[src/hdl/rct_pkg.sv]
// Package of register map, field layout and types for the reloadable countdown timers.
package rct_pkg;

	// Register indices; the byte address on the bus is four times the index.
	localparam logic [7:0] IDX_B_CONTROL     = 8'h14;
	localparam logic [7:0] IDX_B_RELOAD_HIGH = 8'h15;
	localparam logic [7:0] IDX_B_RELOAD_LOW  = 8'h16;
	localparam logic [7:0] IDX_B_COUNT_HIGH  = 8'h17;
	localparam logic [7:0] IDX_B_COUNT_LOW   = 8'h18;
	localparam logic [7:0] IDX_C_CONTROL     = 8'h19;
	localparam logic [7:0] IDX_C_RELOAD_HIGH = 8'h1a;
	localparam logic [7:0] IDX_C_RELOAD_LOW  = 8'h1b;
	localparam logic [7:0] IDX_C_COUNT_HIGH  = 8'h1c;
	localparam logic [7:0] IDX_C_COUNT_LOW   = 8'h1d;
	localparam logic [7:0] IDX_COMMAND       = 8'h20;

	// Control register layout and writable bits.
	localparam int unsigned CTL_STOP_RX_BIT = 7;
	localparam int unsigned CTL_START_LSB   = 4;
	localparam int unsigned CTL_RESTART_BIT = 3;
	localparam int unsigned CTL_CLK_LSB     = 0;
	localparam logic [7:0]  CTL_WRITE_MASK  = 8'hbb;

	// Command and status register bits.
	localparam int unsigned CMD_START_B = 0;
	localparam int unsigned CMD_START_C = 1;
	localparam int unsigned CMD_STOP_B  = 2;
	localparam int unsigned CMD_STOP_C  = 3;
	localparam int unsigned CMD_FLAG_B  = 4;
	localparam int unsigned CMD_FLAG_C  = 5;

	// Reset values.
	localparam logic [7:0]  CTL_RESET    = 8'h00;
	localparam logic [15:0] RELOAD_RESET = 16'h0000;
	localparam logic [15:0] COUNT_RESET  = 16'h0000;

	typedef enum logic [1:0] {
		START_NONE      = 2'b00,
		START_TX_END    = 2'b01,
		START_LFO_PLAIN = 2'b10,
		START_LFO_UNDER = 2'b11
	} rct_start_type;

	typedef enum logic [1:0] {
		CLK_FAST    = 2'b00,
		CLK_SLOW    = 2'b01,
		CLK_TIMER_A = 2'b10,
		CLK_CASCADE = 2'b11
	} rct_clksel_type;

	typedef enum logic [1:0] {
		ST_IDLE = 2'b01,
		ST_RUN  = 2'b10
	} rct_state_type;

	typedef struct packed {
		logic           stop_on_receive;
		logic           rsv6;
		rct_start_type  start_mode_select;
		logic           auto_restart;
		logic           rsv2;
		rct_clksel_type clock_select;
	} rct_ctrl_type;

	typedef struct packed {
		logic tx_end;
		logic rx_first_bits;
		logic lfo_level;
	} rct_rf_type;

	typedef struct packed {
		logic fast;
		logic slow;
		logic timer_a_under;
	} rct_tick_type;

endpackage : rct_pkg

[src/hdl/rct_countdown.sv]
// One 16-bit reloadable countdown timer with start, stop and clock selection.
`timescale 1ns/1ps
module rct_countdown
	import rct_pkg::*;
#(
	parameter int unsigned WIDTH = 16
)
(
	input  wire logic             pclk,
	input  wire logic             presetn,
	input  wire rct_ctrl_type     ctrl,
	input  wire logic [WIDTH-1:0] reload,
	input  wire logic             sw_start,
	input  wire logic             sw_stop,
	input  wire rct_tick_type     tick,
	input  wire logic             cascade_under,
	input  wire rct_rf_type       rf,
	input  wire logic             lfo_rise,
	output logic [WIDTH-1:0]      count_reg,
	output logic                  underflow_reg,
	output logic                  running
);

	rct_state_type    state_reg;
	rct_state_type    state_next;
	logic [WIDTH-1:0] count_next;
	logic             underflow_next;
	logic             lfo_mode;
	logic             start_evt;
	logic             stop_evt;
	logic             tick_sel;

	assign running = (state_reg == ST_RUN);

	always_comb
	begin
		lfo_mode  = ctrl.start_mode_select[1];
		start_evt = sw_start
			| ((ctrl.start_mode_select == START_TX_END) & rf.tx_end)
			| (lfo_mode & lfo_rise & (state_reg == ST_IDLE));
		// The receive stop is masked in trimming mode.
		stop_evt = sw_stop
			| (lfo_mode & lfo_rise & (state_reg == ST_RUN))
			| (~lfo_mode & ctrl.stop_on_receive & rf.rx_first_bits);
		case (ctrl.clock_select)
			CLK_FAST:    tick_sel = tick.fast;
			CLK_SLOW:    tick_sel = tick.slow;
			CLK_TIMER_A: tick_sel = tick.timer_a_under;
			CLK_CASCADE: tick_sel = cascade_under;
			default:     tick_sel = 1'b0;
		endcase
		state_next     = state_reg;
		count_next     = count_reg;
		underflow_next = 1'b0;
		case (state_reg)
			ST_IDLE:
			begin
				if (start_evt)
				begin
					count_next = reload;
					state_next = ST_RUN;
				end
			end
			ST_RUN:
			begin
				if (stop_evt)
					state_next = ST_IDLE;
				else if (start_evt)
					count_next = reload;
				else if (tick_sel)
				begin
					if (count_reg == '0)
					begin
						// Trimming without underflow parks at zero until the stop edge.
						if (ctrl.start_mode_select != START_LFO_PLAIN)
						begin
							underflow_next = 1'b1;
							if (ctrl.auto_restart)
								count_next = reload;
							else
								state_next = ST_IDLE;
						end
					end
					else
						count_next = count_reg - 1'b1;
				end
			end
			default:
				state_next = ST_IDLE;
		endcase
	end

	always_ff @(posedge pclk or negedge presetn)
	begin
		if (!presetn)
		begin
			state_reg     <= ST_IDLE;
			count_reg     <= COUNT_RESET;
			underflow_reg <= 1'b0;
		end
		else
		begin
			state_reg     <= state_next;
			count_reg     <= count_next;
			underflow_reg <= underflow_next;
		end
	end

	////////////////////////////////////////////////////////////////////////////////

	chk_load_at_start: assert property (@(posedge pclk) disable iff (!presetn)
		(state_reg == ST_IDLE) && start_evt |=> running && (count_reg == $past(reload)))
		else $error("Timer did not load its reload value at start.");

	chk_stop_on_rx: assert property (@(posedge pclk) disable iff (!presetn)
		running && rf.rx_first_bits && ctrl.stop_on_receive && !lfo_mode |=> !running)
		else $error("Timer kept running after the first received bits.");

	chk_restart_reload: assert property (@(posedge pclk) disable iff (!presetn)
		underflow_next && ctrl.auto_restart |=> running && (count_reg == $past(reload)))
		else $error("Timer did not restart from its reload value.");

	chk_single_shot: assert property (@(posedge pclk) disable iff (!presetn)
		underflow_next && !ctrl.auto_restart |=> !running ##1 !underflow_reg)
		else $error("Single-shot timer did not stop after underflow.");

endmodule : rct_countdown

[src/hdl/rct_timers.sv]
// Top of the timer pair with its APB register slave.
//
// Notes on behaviour
// - A write to the second timer's low reload byte changes its count only at the next start or auto-restart reload.
// - The second timer's running count is readable as a high byte and a low byte.
// - With stop-on-receive set, the third timer halts once the first 4 bits are received.
// - In trimming mode the stop-on-receive bit has no effect.
// - Start mode 00b gives no automatic start and 01b starts at the end of a transmission.
// - Start modes 10b and 11b trim the low-frequency oscillator, starting and stopping on edges.
// - With auto-restart set, the third timer reloads and keeps counting at each underflow.
// - With auto-restart clear, the third timer stops at its first underflow.
// - Every underflow of the third timer sets its underflow flag.
// - Clock select 00b counts the fast tick and 01b counts the slow tick.
// - Clock select 10b counts first-timer underflows and 11b counts the other timer's underflows.
// - The third timer loads both reload bytes at each start and auto-restart; writes wait for the next load.
// - The second timer loads both of its reload bytes together at each start.
`timescale 1ns/1ps
module rct_timers
	import rct_pkg::*;
#(
	parameter int unsigned ADDR_WIDTH = 12
)
(
	input  wire logic                  pclk,
	input  wire logic                  presetn,
	input  wire logic [ADDR_WIDTH-1:0] paddr,
	input  wire logic                  psel,
	input  wire logic                  penable,
	input  wire logic                  pwrite,
	input  wire logic [31:0]           pwdata,
	output logic [31:0]                prdata,
	output logic                       pready,
	output logic                       pslverr,
	input  wire rct_rf_type            rf,
	input  wire rct_tick_type          tick,
	output logic                       timer_b_underflow,
	output logic                       timer_c_underflow,
	output logic                       timer_c_underflow_flag
);

	////////////////////////////////////////////////////////////////////////////////
	// Bus decode.

	logic [7:0]    idx;
	logic          addr_ok;
	logic          wr_en;
	logic          hit;
	logic [7:0]    rd_byte;
	logic          pready_reg;
	logic          pready_next;
	logic [31:0]   prdata_reg;
	logic [31:0]   prdata_next;
	logic          pslverr_reg;
	logic          pslverr_next;

	rct_ctrl_type  ctrl_b_reg;
	rct_ctrl_type  ctrl_b_next;
	rct_ctrl_type  ctrl_c_reg;
	rct_ctrl_type  ctrl_c_next;
	logic [15:0]   reload_b_reg;
	logic [15:0]   reload_b_next;
	logic [15:0]   reload_c_reg;
	logic [15:0]   reload_c_next;
	logic          flag_b_reg;
	logic          flag_b_next;
	logic          flag_c_reg;
	logic          flag_c_next;
	logic          lfo_prev_reg;
	logic          lfo_rise;

	logic [15:0]   count_b;
	logic [15:0]   count_c;
	logic          under_b;
	logic          under_c;
	logic          run_b;
	logic          run_c;
	logic          start_b;
	logic          start_c;
	logic          stop_b;
	logic          stop_c;

	assign idx     = paddr[9:2];
	assign addr_ok = (paddr[1:0] == 2'b00) && (paddr[ADDR_WIDTH-1:10] == '0);
	// Writes land only at the edge where the master sees pready high.
	assign wr_en   = psel && penable && pready_reg && pwrite && addr_ok;
	assign start_b = wr_en && (idx == IDX_COMMAND) && pwdata[CMD_START_B];
	assign start_c = wr_en && (idx == IDX_COMMAND) && pwdata[CMD_START_C];
	assign stop_b  = wr_en && (idx == IDX_COMMAND) && pwdata[CMD_STOP_B];
	assign stop_c  = wr_en && (idx == IDX_COMMAND) && pwdata[CMD_STOP_C];
	assign lfo_rise = rf.lfo_level && !lfo_prev_reg;

	always_comb
	begin
		hit     = addr_ok;
		rd_byte = 8'h00;
		case (idx)
			IDX_B_CONTROL:     rd_byte = ctrl_b_reg;
			IDX_B_RELOAD_HIGH: rd_byte = reload_b_reg[15:8];
			IDX_B_RELOAD_LOW:  rd_byte = reload_b_reg[7:0];
			IDX_B_COUNT_HIGH:  rd_byte = count_b[15:8];
			IDX_B_COUNT_LOW:   rd_byte = count_b[7:0];
			IDX_C_CONTROL:     rd_byte = ctrl_c_reg;
			IDX_C_RELOAD_HIGH: rd_byte = reload_c_reg[15:8];
			IDX_C_RELOAD_LOW:  rd_byte = reload_c_reg[7:0];
			IDX_C_COUNT_HIGH:  rd_byte = count_c[15:8];
			IDX_C_COUNT_LOW:   rd_byte = count_c[7:0];
			IDX_COMMAND:
				rd_byte = {2'b00, flag_c_reg, flag_b_reg, 2'b00, run_c, run_b};
			default:           hit = 1'b0;
		endcase
	end

	////////////////////////////////////////////////////////////////////////////////
	// APB answer: one wait state, so read data and pready both leave flip-flops.

	always_comb
	begin
		pready_next  = psel && penable && !pready_reg;
		prdata_next  = prdata_reg;
		pslverr_next = 1'b0;
		if (pready_next)
		begin
			prdata_next  = (hit && !pwrite) ? {24'h000000, rd_byte} : 32'h00000000;
			pslverr_next = !hit;
		end
	end

	always_ff @(posedge pclk or negedge presetn)
	begin
		if (!presetn)
		begin
			pready_reg  <= 1'b0;
			prdata_reg  <= 32'h00000000;
			pslverr_reg <= 1'b0;
		end
		else
		begin
			pready_reg  <= pready_next;
			prdata_reg  <= prdata_next;
			pslverr_reg <= pslverr_next;
		end
	end

	assign pready  = pready_reg;
	assign prdata  = prdata_reg;
	assign pslverr = pslverr_reg;

	////////////////////////////////////////////////////////////////////////////////
	// Software registers and sticky underflow flags.

	always_comb
	begin
		ctrl_b_next   = ctrl_b_reg;
		ctrl_c_next   = ctrl_c_reg;
		reload_b_next = reload_b_reg;
		reload_c_next = reload_c_reg;
		if (wr_en)
		begin
			case (idx)
				IDX_B_CONTROL:     ctrl_b_next = rct_ctrl_type'(pwdata[7:0] & CTL_WRITE_MASK);
				IDX_B_RELOAD_HIGH: reload_b_next[15:8] = pwdata[7:0];
				IDX_B_RELOAD_LOW:  reload_b_next[7:0] = pwdata[7:0];
				IDX_C_CONTROL:     ctrl_c_next = rct_ctrl_type'(pwdata[7:0] & CTL_WRITE_MASK);
				IDX_C_RELOAD_HIGH: reload_c_next[15:8] = pwdata[7:0];
				IDX_C_RELOAD_LOW:  reload_c_next[7:0] = pwdata[7:0];
				default:           ctrl_b_next = ctrl_b_reg;
			endcase
		end
		// An underflow in the clearing cycle keeps the flag set.
		flag_b_next = under_b
			|| (flag_b_reg && !(wr_en && (idx == IDX_COMMAND) && pwdata[CMD_FLAG_B]));
		flag_c_next = under_c
			|| (flag_c_reg && !(wr_en && (idx == IDX_COMMAND) && pwdata[CMD_FLAG_C]));
	end

	always_ff @(posedge pclk or negedge presetn)
	begin
		if (!presetn)
		begin
			ctrl_b_reg   <= rct_ctrl_type'(CTL_RESET);
			ctrl_c_reg   <= rct_ctrl_type'(CTL_RESET);
			reload_b_reg <= RELOAD_RESET;
			reload_c_reg <= RELOAD_RESET;
			flag_b_reg   <= 1'b0;
			flag_c_reg   <= 1'b0;
			lfo_prev_reg <= 1'b0;
		end
		else
		begin
			ctrl_b_reg   <= ctrl_b_next;
			ctrl_c_reg   <= ctrl_c_next;
			reload_b_reg <= reload_b_next;
			reload_c_reg <= reload_c_next;
			flag_b_reg   <= flag_b_next;
			flag_c_reg   <= flag_c_next;
			lfo_prev_reg <= rf.lfo_level;
		end
	end

	assign timer_c_underflow_flag = flag_c_reg;
	assign timer_b_underflow      = under_b;
	assign timer_c_underflow      = under_c;

	////////////////////////////////////////////////////////////////////////////////
	// The two timers; each cascades from the other's registered underflow pulse.

	rct_countdown #(
		.WIDTH (16)
	) u_timer_b (
		.pclk          (pclk),
		.presetn       (presetn),
		.ctrl          (ctrl_b_reg),
		.reload        (reload_b_reg),
		.sw_start      (start_b),
		.sw_stop       (stop_b),
		.tick          (tick),
		.cascade_under (under_c),
		.rf            (rf),
		.lfo_rise      (lfo_rise),
		.count_reg     (count_b),
		.underflow_reg (under_b),
		.running       (run_b)
	);

	rct_countdown #(
		.WIDTH (16)
	) u_timer_c (
		.pclk          (pclk),
		.presetn       (presetn),
		.ctrl          (ctrl_c_reg),
		.reload        (reload_c_reg),
		.sw_start      (start_c),
		.sw_stop       (stop_c),
		.tick          (tick),
		.cascade_under (under_b),
		.rf            (rf),
		.lfo_rise      (lfo_rise),
		.count_reg     (count_c),
		.underflow_reg (under_c),
		.running       (run_c)
	);

	////////////////////////////////////////////////////////////////////////////////

	chk_flag_on_under: assert property (@(posedge pclk) disable iff (!presetn)
		under_c |=> flag_c_reg)
		else $error("Underflow did not set the flag.");

	chk_reload_deferred: assert property (@(posedge pclk) disable iff (!presetn)
		run_b && wr_en && (idx == IDX_B_RELOAD_LOW) && !start_b
		|=> (count_b == $past(count_b)) || (count_b == $past(count_b) - 16'h0001)
			|| (count_b == $past(reload_b_reg)))
		else $error("Reload write disturbed the running count.");

	chk_ctrl_reserved: assert property (@(posedge pclk) disable iff (!presetn)
		(ctrl_c_reg & ~CTL_WRITE_MASK) == 8'h00 && (ctrl_b_reg & ~CTL_WRITE_MASK) == 8'h00)
		else $error("Reserved control bits are not zero.");

	chk_pready_wait: assert property (@(posedge pclk) disable iff (!presetn)
		psel && penable && !pready_reg |=> pready_reg ##1 !pready_reg)
		else $error("APB answer not given after exactly one wait state.");

	chk_count_read: assert property (@(posedge pclk) disable iff (!presetn)
		pready_next && !pwrite && addr_ok && (idx == IDX_B_COUNT_LOW)
		|=> prdata_reg == {24'h000000, $past(count_b[7:0])})
		else $error("Count low byte read back wrong.");

	chk_lfo_no_under: assert property (@(posedge pclk) disable iff (!presetn)
		ctrl_c_reg.start_mode_select == START_LFO_PLAIN
			&& $past(ctrl_c_reg.start_mode_select) == START_LFO_PLAIN |-> !under_c)
		else $error("Plain trimming mode produced an underflow.");

	cov_cascade: cover property (@(posedge pclk) disable iff (!presetn)
		ctrl_c_reg.clock_select == CLK_CASCADE && under_b && run_c);
	cov_restart: cover property (@(posedge pclk) disable iff (!presetn)
		under_c && run_c ##1 run_c);
	cov_rx_stop: cover property (@(posedge pclk) disable iff (!presetn)
		run_c && rf.rx_first_bits && ctrl_c_reg.stop_on_receive ##1 !run_c);
	cov_set_clear: cover property (@(posedge pclk) disable iff (!presetn)
		under_c && wr_en && (idx == IDX_COMMAND) && pwdata[CMD_FLAG_C]);

endmodule : rct_timers
[config.mk]
export PLATFORM = sky130hd
export DESIGN_NAME = rct_timers
export DESIGN_NICKNAME = d
export VERILOG_FILES = /design/src/hdl/rct_pkg.sv /design/src/hdl/rct_countdown.sv /design/src/hdl/rct_timers.sv
export SDC_FILE = /design/constraint.sdc
export NUM_CORES = 1
export LEC_CHECK = 0
export ABC_AREA = 0
export BUFFER_PORTS_ARGS = -buffer_cell sky130_fd_sc_hd__buf_4
export CORE_MARGIN = 5
export CORE_UTILIZATION = 56
export CTS_BUF_LIST = sky130_fd_sc_hd__clkbuf_4
export DETAILED_ROUTE_END_ITERATION = 10
export PLACE_DENSITY_LB_ADDON = 0.05
export SYNTH_ARGS = -nofsm -noshare
export SYNTH_HDL_FRONTEND = slang
export SYNTH_SLANG_ARGS = --single-unit
[constraint.sdc]
create_clock -name pclk -period 7.2 [get_ports pclk]
set_clock_uncertainty 0.2 [all_clocks]
set_input_delay 0.72 -clock pclk [delete_from_list [all_inputs] [get_ports pclk]]
set_output_delay 0.72 -clock pclk [all_outputs]
set_load 0.005 [all_outputs]
==> flow_summary_export.csv, run 1 <==
group,metric,value,unit
run_status,status,"finished clean",
floorplanning,start_util,57.1,%
power,p_sw_share,34.2,%
clocking,clock_path_buffers,2,
clocking,htreeDepth,3,
floorplanning,die-area,12600,um2
timing,slew_headroom,23.8,%
yosys,yosys_warnings,0,
yosys,synth_area_leader_cell,"dfrtp_1",
yosys,syn_inst,623,
detailed_routing,wire_per_inst,20.7,um
final_layout,fillers,908,
clocking,postCtsHoldBufs,1,
job,drv_cap,0,
critical_path,r2r_cells,7,
final_layout,drive_above_1_share,19.7,%
power,vdd_drop_max,0.170,mV
clocking,root_buffer,"clkbuf_4",
clocking,clk-insertion-delay-late,470,ps
power,switchingPower,0.388,mW
yosys,ys_seq_area_share,40.6,%
global_routing,grt_pass1_wl,26300,um
clocking,cts_tree,"done",
clocking,numCtsBuffers,9,
yosys,async_flop_share,100,%
detailed_routing,drcViolationCount,0,
place,port_buffers,43,
detailed_routing,drt-vias-per-instance,6.39,
clocking,clk_pin_slew_worst_paths,150,ps
power,seqPwrFrac,58.4,%
detailed_routing,wl,16500,um
final_layout,utilization,61.7,%
global_routing,grt-ovfl-total,0,
place,globalplace.congestion,0.928,
place,dp_hpwl,11900,um
critical_path,crit_type,"input port to flop",
global_routing,antenna_found_initial,1,
detailed_routing,firstDrtPassIters,5,
clocking,cts_sinks,95,
floorplanning,core_area,10300,um2
timing,rsz0062_at_grt,"false",
critical_path,end_kind,"flop",
yosys,ys_ff_latch,95,
power,comb_power_share,17.4,%
worst_hold_path,hold_path.class,"input port to flop",
floorplanning,pin_count,92,
final_layout,final_nets,719,
yosys,synth_area,5860,um2
power,clkPwrFrac,24.3,%
critical_path,crit_required,7310,ps
global_routing,grt_pass1_vias,4741,
global_routing,track_usage,26.4,%
critical_path,cp_max_fo,18,
detailed_routing,vias,5102,
floorplanning,die_h,112,um
timing,tns,0,ps
power,powerDensity,179,nW/um2
final_layout,area_growth,8.06,%
detailed_routing,dr.first_iter.drc_count,371,
detailed_routing,ant_nets,0,
timing,slew_viol_final,0,
yosys,synth_edf_count,0,
yosys,synth_flop_cell,"dfrtp_1",
yosys,syn_area_per_cell,9.41,um2
global_routing,grt_max_degree,68,
critical_path,crit_arrival,3640,ps
worst_hold_path,hold_path_depth,1,
timing,worst_slew_pin_slew,1130,ps
power,power.leakage,2.74,nW
floorplanning,rows,37,
yosys,ys_types,69,
timing,min_period,3530,ps
critical_path,start_kind,"input port",
timing,hold_ws,178,ps
yosys,synth_area_leaders,"dfrtp_1, mux2_2, o21ai_0, nand2_1, buf_4",
timing,finalCritPeriodShare,49.0,%
timing,hold_viol,0,
yosys,synth_top_area_share,39.7,%
clocking,ctsResizeCount,0,
timing,fmax,0.283,GHz
timing,setup_viol,0,
power,internal_power,0.748,mW
clocking,post_cts_buffers,0,
floorplanning,die_w,112,um
==> layer usage <==
metal  GRT usage [%]  routed length (um)
met1            37.6                7370
met2            41.5                7640
met3            3.67                1030
met4            9.38                 463
met5               0                   0
==> path summary, 6_finish.rpt <==
| check | start | endpoint | slack [ps] |
|---|---|---|---|
| setup reg to reg | u_timer_b.state_reg[0] | u_timer_b.count_reg[2] | 3840 |
| hold / removal | rf[0] | lfo_prev_reg | 180 |
| max in group asynchronous | presetn | ctrl_c_reg[3] | 5140 |
| hold reg to reg | u_timer_b.underflow_reg | flag_b_reg | 320 |
| min in group asynchronous | presetn | u_timer_c.count_reg[5] | 500 |
| setup / recovery | paddr[1] | u_timer_c.count_reg[2] | 3670 |
==> cell usage after synthesis (11+ instances only) <==
cell / instances
a21oi_1: 28
nor3_1: 13
a211oi_1: 20
inv_1: 21
dfrtp_1: 93
nand3_1: 31
a22oi_1: 16
nor2_1: 33
mux2_2: 37
a22o_1: 11
nand2_1: 57
clkbuf_1: 14
o21ai_0: 60
buf_4: 26
==> worst max-delay path, stage by stage <==
cell and delay (ps):
buf_4 100, or4_1 610, nor4_4 300, buf_4 270
o21ai_1 180, a211oi_4 240, buf_4 260, or2_0 730
a22oi_1 220
==> cell families after synthesis <==
kind of cell / after synthesis / synth area share [%]
buf+inv: 72 / 6.66
other cells: 1 / 0.0639
compound gates: 185 / 21.3
simple gates: 210 / 18.8
mux: 52 / 10.9
fa+ha+maj: 8 / 1.71
flops: 95 / 40.6
==> stage by stage <==
step	worst slack (ps)	instance area, um2	instances	total power, mW
2_1_floorplan	4070	5950	646	0.783
3_3_place_gp	3220	6200	780	0.856
3_5_place_dp	3230	6200	780	0.864
4_1_cts	3730	6330	797	1.14
5_1_grt	3510	6340	798	1.19
6_report	3670	6340	798	1.14
==> cells in the final DEF, fill, tap and decap left out, types with 3 or more instances in the layout <==
| cell | n |
|---|---|
| a211oi_1 | 20 |
| a21o_1 | 7 |
| a21oi_1 | 28 |
| a22o_1 | 11 |
| a22oi_1 | 16 |
| and2_1 | 3 |
| and3_1 | 5 |
| buf_4 | 49 |
| clkbuf_4 | 12 |
| conb_1 | 24 |
| dfrtp_1 | 93 |
| ha_1 | 8 |
| inv_1 | 21 |
| mux2_2 | 37 |
| mux2i_1 | 9 |
| mux4_2 | 6 |
| nand2_1 | 57 |
| nand2b_1 | 7 |
| nand3_1 | 31 |
| nand3b_1 | 6 |
| nand4_1 | 10 |
| nor2_1 | 33 |
| nor2b_1 | 4 |
| nor3_1 | 13 |
| nor4_1 | 5 |
| o21ai_0 | 60 |
| o21ai_1 | 3 |
| o22ai_1 | 5 |
| o2bb2ai_1 | 4 |
| or2_2 | 4 |
| or3_1 | 8 |
| or3b_2 | 3 |
| or4_1 | 7 |
==> cell type report <==
type / count / area, um2 / area share [%]
sequential: 95 / 2380 / 37.6
multi-input combinational: 479 / 3210 / 50.6
antenna: 1 / 2.50 / 0.0395
clock inverter: 4 / 32.5 / 0.513
clock buffer: 12 / 90.1 / 1.42
inverter: 21 / 78.8 / 1.24
timing repair buffer: 50 / 378 / 5.96
tap: 136 / 170 / 2.69
==> power by group through the flow <==
stage | clock network (mW) | logic [mW] | registers, mW
finish | 0.276 | 0.197 | 0.663
global route | 0.303 | 0.219 | 0.671
CTS | 0.281 | 0.196 | 0.659
detailed placement | 0 | 0.194 | 0.670
global placement | 0 | 0.189 | 0.667
floorplan | 0 | 0.145 | 0.638
(Power assumes the default switching activity.)
==> run 2: changes to the inputs <==
- CORE_UTILIZATION: 56 -> 54
- clock period: 7.2 -> 3.19 ns (I/O delays scaled with it)
==> run 2 against run 1 <==
Net effect:
- die area is 3.4% higher
- critical path type is now flop to flop
- clock-buffer cell count shrank 1
- final cell count increased by 4.5%
- via count increased by 4.1%
- global-route usage up 0.98 points
- register-to-register slack got worse by 3600 ps
==> flow_summary_export.csv, run 2 (synthesis results as in run 1) <==
group,metric,value,unit
run_status,status,"finished clean",
power,vdd_drop_max,0.267,mV
timing,slew_headroom,14.9,%
place,globalplace.congestion,0.896,
floorplanning,die-area,13000,um2
final_layout,utilization,61.9,%
power,powerDensity,411,nW/um2
power,power,2.74,mW
final_layout,final_nets,752,
clocking,cts_tree,"done",
floorplanning,pin_count,92,
timing,finalCritPeriodShare,90.9,%
timing,fmax,0.345,GHz
final_layout,insertedDiodeCount,0,
clocking,root_buffer,"clkbuf_4",
timing,worst_slew_pin_slew,1270,ps
detailed_routing,wl,17600,um
floorplanning,die_h,114,um
global_routing,track_usage,27.4,%
clocking,htreeDepth,3,
timing,slew_viol_final,0,
detailed_routing,vias,5312,
floorplanning,rows,38,
place,dp_hpwl,12700,um
clocking,clk_pin_slew_worst_paths,150,ps
detailed_routing,dr.first_iter.drc_count,417,
critical_path,cp_max_fo,15,
floorplanning,core_area,10700,um2
floorplanning,start_util,54.6,%
clocking,clk-insertion-delay-late,470,ps
final_layout,final_common_cell,"dfrtp_1",
global_routing,grt-ovfl-total,0,
critical_path,crit_type,"flop to flop",
critical_path,crit_arrival,3100,ps
global_routing,grt_pass1_wl,27800,um
global_routing,grt_max_degree,56,
global_routing,grt_pass1_vias,5120,
detailed_routing,drcViolationCount,0,
clocking,clock_path_buffers,2,
critical_path,start_kind,"flop",
final_layout,area_growth,13.5,%
final_layout,drive_above_1_share,22.2,%
timing,min_period,2900,ps
detailed_routing,firstDrtPassIters,5,
timing,hold_viol,0,
worst_hold_path,hold_path.class,"input port to flop",
detailed_routing,wire_per_inst,21.1,um
floorplanning,die_w,114,um
power,power.leakage,2.92,nW
timing,tns,0,ps
place,port_buffers,43,
critical_path,crit_required,3390,ps
clocking,numCtsBuffers,9,
clocking,post_cts_buffers,0,
final_layout,final_cell_mix,"dfrtp_1, buf_4, o21ai_0",
critical_path,end_kind,"flop",
job,drv_cap,0,
detailed_routing,drt-vias-per-instance,6.37,
global_routing,antenna_found_initial,0,
detailed_routing,ant_nets,0,
clocking,cts_sinks,95,
timing,setup_viol,0,
timing,rsz0062_at_grt,"false",
-- run 2: worst max-delay path, cell delays in order, from the launching register on --
cell,delay [ps]
dfrtp_1,480
inv_1,130
ha_1,140
or3b_2,480
nor4_4,330
buf_4,200
a21bo_2,160
a211oi_4,70
or2_1,250
buf_4,200
a21oi_1,190
-- run 2: cell type report --
type                            count  area (um2)
Clock buffer                       11        82.6
Clock inverter                      5        57.6
Fill cell                         931        4090
Inverter                           21        78.8
Multi-Input combinational cell    480        3230
Sequential cell                    95        2380
Tap cell                          140         175
Timing Repair Buffer               82         651
-- run 2: metal layers --
layer  track usage (%)  wire length [um]  share of wire, %  vias to the layer above
met1              38.1              7400                42                     2615
met2              42.9              8450                48                      239
li1                  -                 -                 -                     2421
met5                 0                 0                 0                        -
met4              10.1               422               2.4                        0
met3              5.13              1280               7.3                       37
-- run 2: through the flow --
stage / hold WS [ps] / std cells / area [um2] / worst slack [ps]
2_1_floorplan: -177 / 646 / 5950 / 464
3_3_place_gp: 134 / 808 / 6400 / 220
3_5_place_dp: 145 / 808 / 6400 / 106
4_1_cts: 3.96 / 833 / 6630 / 97.9
5_1_grt: 19.7 / 834 / 6650 / 110
6_report: 18.0 / 834 / 6650 / 289
-- run 2: worst paths after layout --
kind                       depth (start not counted)              startpoint  slack [ps]                       to
setup / recovery                                  10  u_timer_b.count_reg[1]         290  u_timer_b.count_reg[12]
hold / removal                                     3                  pwrite          20                prdata[5]
setup reg to reg                                  10  u_timer_b.count_reg[1]         290  u_timer_b.count_reg[12]
hold reg to reg                                    1  u_timer_b.state_reg[0]         320   u_timer_b.state_reg[0]
max in group asynchronous                          3                 presetn        1930  u_timer_b.count_reg[11]
min in group asynchronous                          2                 presetn         170   u_timer_c.count_reg[1]
-- run 2: repair_timing --
action	in CTS	in global routing
resized for setup	0	1
hold buffers	9	0
endpoints found under the setup margin	0	8
hold endpoints to repair	76	0
-- run 2: power breakdown --
part,switching (mW),internal [mW]
logic,0.371,0.272
clock network,0.419,0.257
registers,0.106,1.31
total,0.896,1.84
==> run 3: changes to the inputs <==
- CORE_UTILIZATION: 54 -> 56
- CTS_CLUSTER_SIZE: unset -> 28
- clock period: 3.19 -> 2.8 ns (I/O delays scaled with it)
==> run 3 against run 2 <==
Net effect:
- core utilization rose by 6.0 points
- critical path depth fell by 2
- sequential share of layout area fell by 1.7 points
- clock power rose by 13%
- critical endpoint is now u_timer_b.count_reg[15]
- largest cell class unchanged
==> flow_summary_export.csv, run 3 (synthesis results as in run 1) <==
group,metric,value,unit
final_layout,final_common_cell,"buf_4",
global_routing,top_usage_layer,"met2",
power,switchingPower,1.06,mW
detailed_routing,drt-vias-per-instance,6.29,
worst_hold_path,hold_path.class,"input port to flop",
floorplanning,die_h,112,um
clocking,clock_path_buffers,2,
final_layout,area_growth,19.1,%
floorplanning,pin_count,92,
floorplanning,start_util,57.1,%
critical_path,start_kind,"flop",
critical_path,crit_arrival,2860,ps
power,seqPwrFrac,48.9,%
place,dp_hpwl,13100,um
global_routing,grt-ovfl-total,0,
timing,setup_viol,0,
place,globalplace.congestion,0.924,
run_status,status,"finished clean",
final_layout,utilization,68.0,%
clocking,root_buffer,"clkbuf_4",
global_routing,met3_usage,3.88,%
final_layout,final_nets,790,
clocking,clk-insertion-delay-late,440,ps
power,internal_power,2.16,mW
detailed_routing,ant_nets,0,
floorplanning,die-area,12600,um2
detailed_routing,wire_per_inst,20.7,um
timing,rsz0062_at_grt,"false",
job,drv_cap,0,
floorplanning,core_area,10300,um2
global_routing,antenna_found_initial,0,
floorplanning,rows,37,
critical_path,r2r_cells,8,
global_routing,grt_pass1_wl,29400,um
power,clkPwrFrac,23.6,%
clocking,cts_sinks,95,
final_layout,insertedDiodeCount,0,
detailed_routing,dr.first_iter.drc_count,448,
timing,slew_headroom,51.2,%
clocking,clk_pin_slew_worst_paths,150,ps
critical_path,crit_required,2970,ps
global_routing,grt_max_degree,49,
critical_path,cp_max_fo,10,
timing,worst_slew_pin_slew,731,ps
timing,finalCritPeriodShare,96.2,%
critical_path,end_kind,"flop",
timing,min_period,2690,ps
floorplanning,die_w,112,um
detailed_routing,wl,18000,um
detailed_routing,firstDrtPassIters,6,
global_routing,grtUsageMet2,46.6,%
final_layout,final_cell_mix,"buf_4, dfrtp_1, o21ai_0",
clocking,cts_tree,"done",
clocking,numCtsBuffers,9,
power,power.leakage,3.11,nW
global_routing,grt_pass1_vias,5452,
detailed_routing,drcViolationCount,0,
power,comb_power_share,27.5,%
detailed_routing,vias,5457,
power,p_sw_share,32.9,%
timing,hold_ws,36.5,ps
clocking,htreeDepth,3,
global_routing,grt_use_met1,39.8,%
final_layout,drive_above_1_share,27.0,%
timing,tns,0,ps
worst_hold_path,hold_path_depth,3,
power,vdd_drop_max,0.355,mV
timing,slew_viol_final,0,
timing,fmax,0.371,GHz
place,port_buffers,43,
power,powerDensity,461,nW/um2
timing,hold_viol,0,
critical_path,crit_type,"flop to flop",
global_routing,track_usage,29.2,%
## run 3: worst max-delay path: stages, from the launching register on
cell and delay, ps:
dfrtp_1 440, or4_1 590, nor4_4 360, buf_4 180
a21bo_2 150, a211oi_4 70, or2_1 280, buf_4 190
a22oi_1 160
## run 3: cell type report
cell class	instances	area, um2
well taps	136	170
inverters	21	78.8
multi-input cells	480	3260
fillers	839	3290
flip-flops and latches	95	2380
clock inverters	6	61.3
clock buffers	10	75.1
repair buffers	120	958
## run 3: layer usage
layer,wire length [um],part of all wire (%)
met1,7550,42
met2,8490,47
met3,1180,6.6
met4,754,4.2
met5,0,0
## run 3: power groups by stage
stage	clock (mW)	combinational (mW)	sequential, mW
2_1_floorplan	0	0.372	1.64
3_3_place_gp	0	0.808	1.60
3_5_place_dp	0	0.825	1.60
4_1_cts	0.774	0.853	1.57
5_1_grt	0.847	0.967	1.59
6_report	0.761	0.886	1.58
## run 3: final timing paths
path | start | end | slack, ps
setup / recovery | u_timer_b.count_reg[8] | u_timer_b.count_reg[15] | 110
hold / removal | pwdata[0] | u_timer_b.underflow_reg | 40
setup reg to reg | u_timer_b.count_reg[8] | u_timer_b.count_reg[15] | 110
hold reg to reg | prdata[4] | prdata[4] | 330
max in group asynchronous | presetn | u_timer_b.state_reg[0] | 1470
min in group asynchronous | presetn | u_timer_c.count_reg[0] | 190
## run 3: what timing repair did
item / in CTS / in global routing
hold buffers: 8 / 0
hold endpoints to repair: 81 / 0
resized for setup: 2 / 7
pin swaps: 2 / 2
setup endpoints to repair: 14 / 21
cloned: 1 / 0
setup buffers: 2 / 1
## run 3: through the flow
step	cells	worst slack (ps)	cell area, um2	power (mW)
after global routing	868	9.42	6990	3.40
after floorplan	646	113	5950	2.01
final	868	106	6990	3.22
after global placement	840	-62.5	6690	2.41
after CTS	867	22.4	6950	3.20
after detailed placement	840	-140	6690	2.43
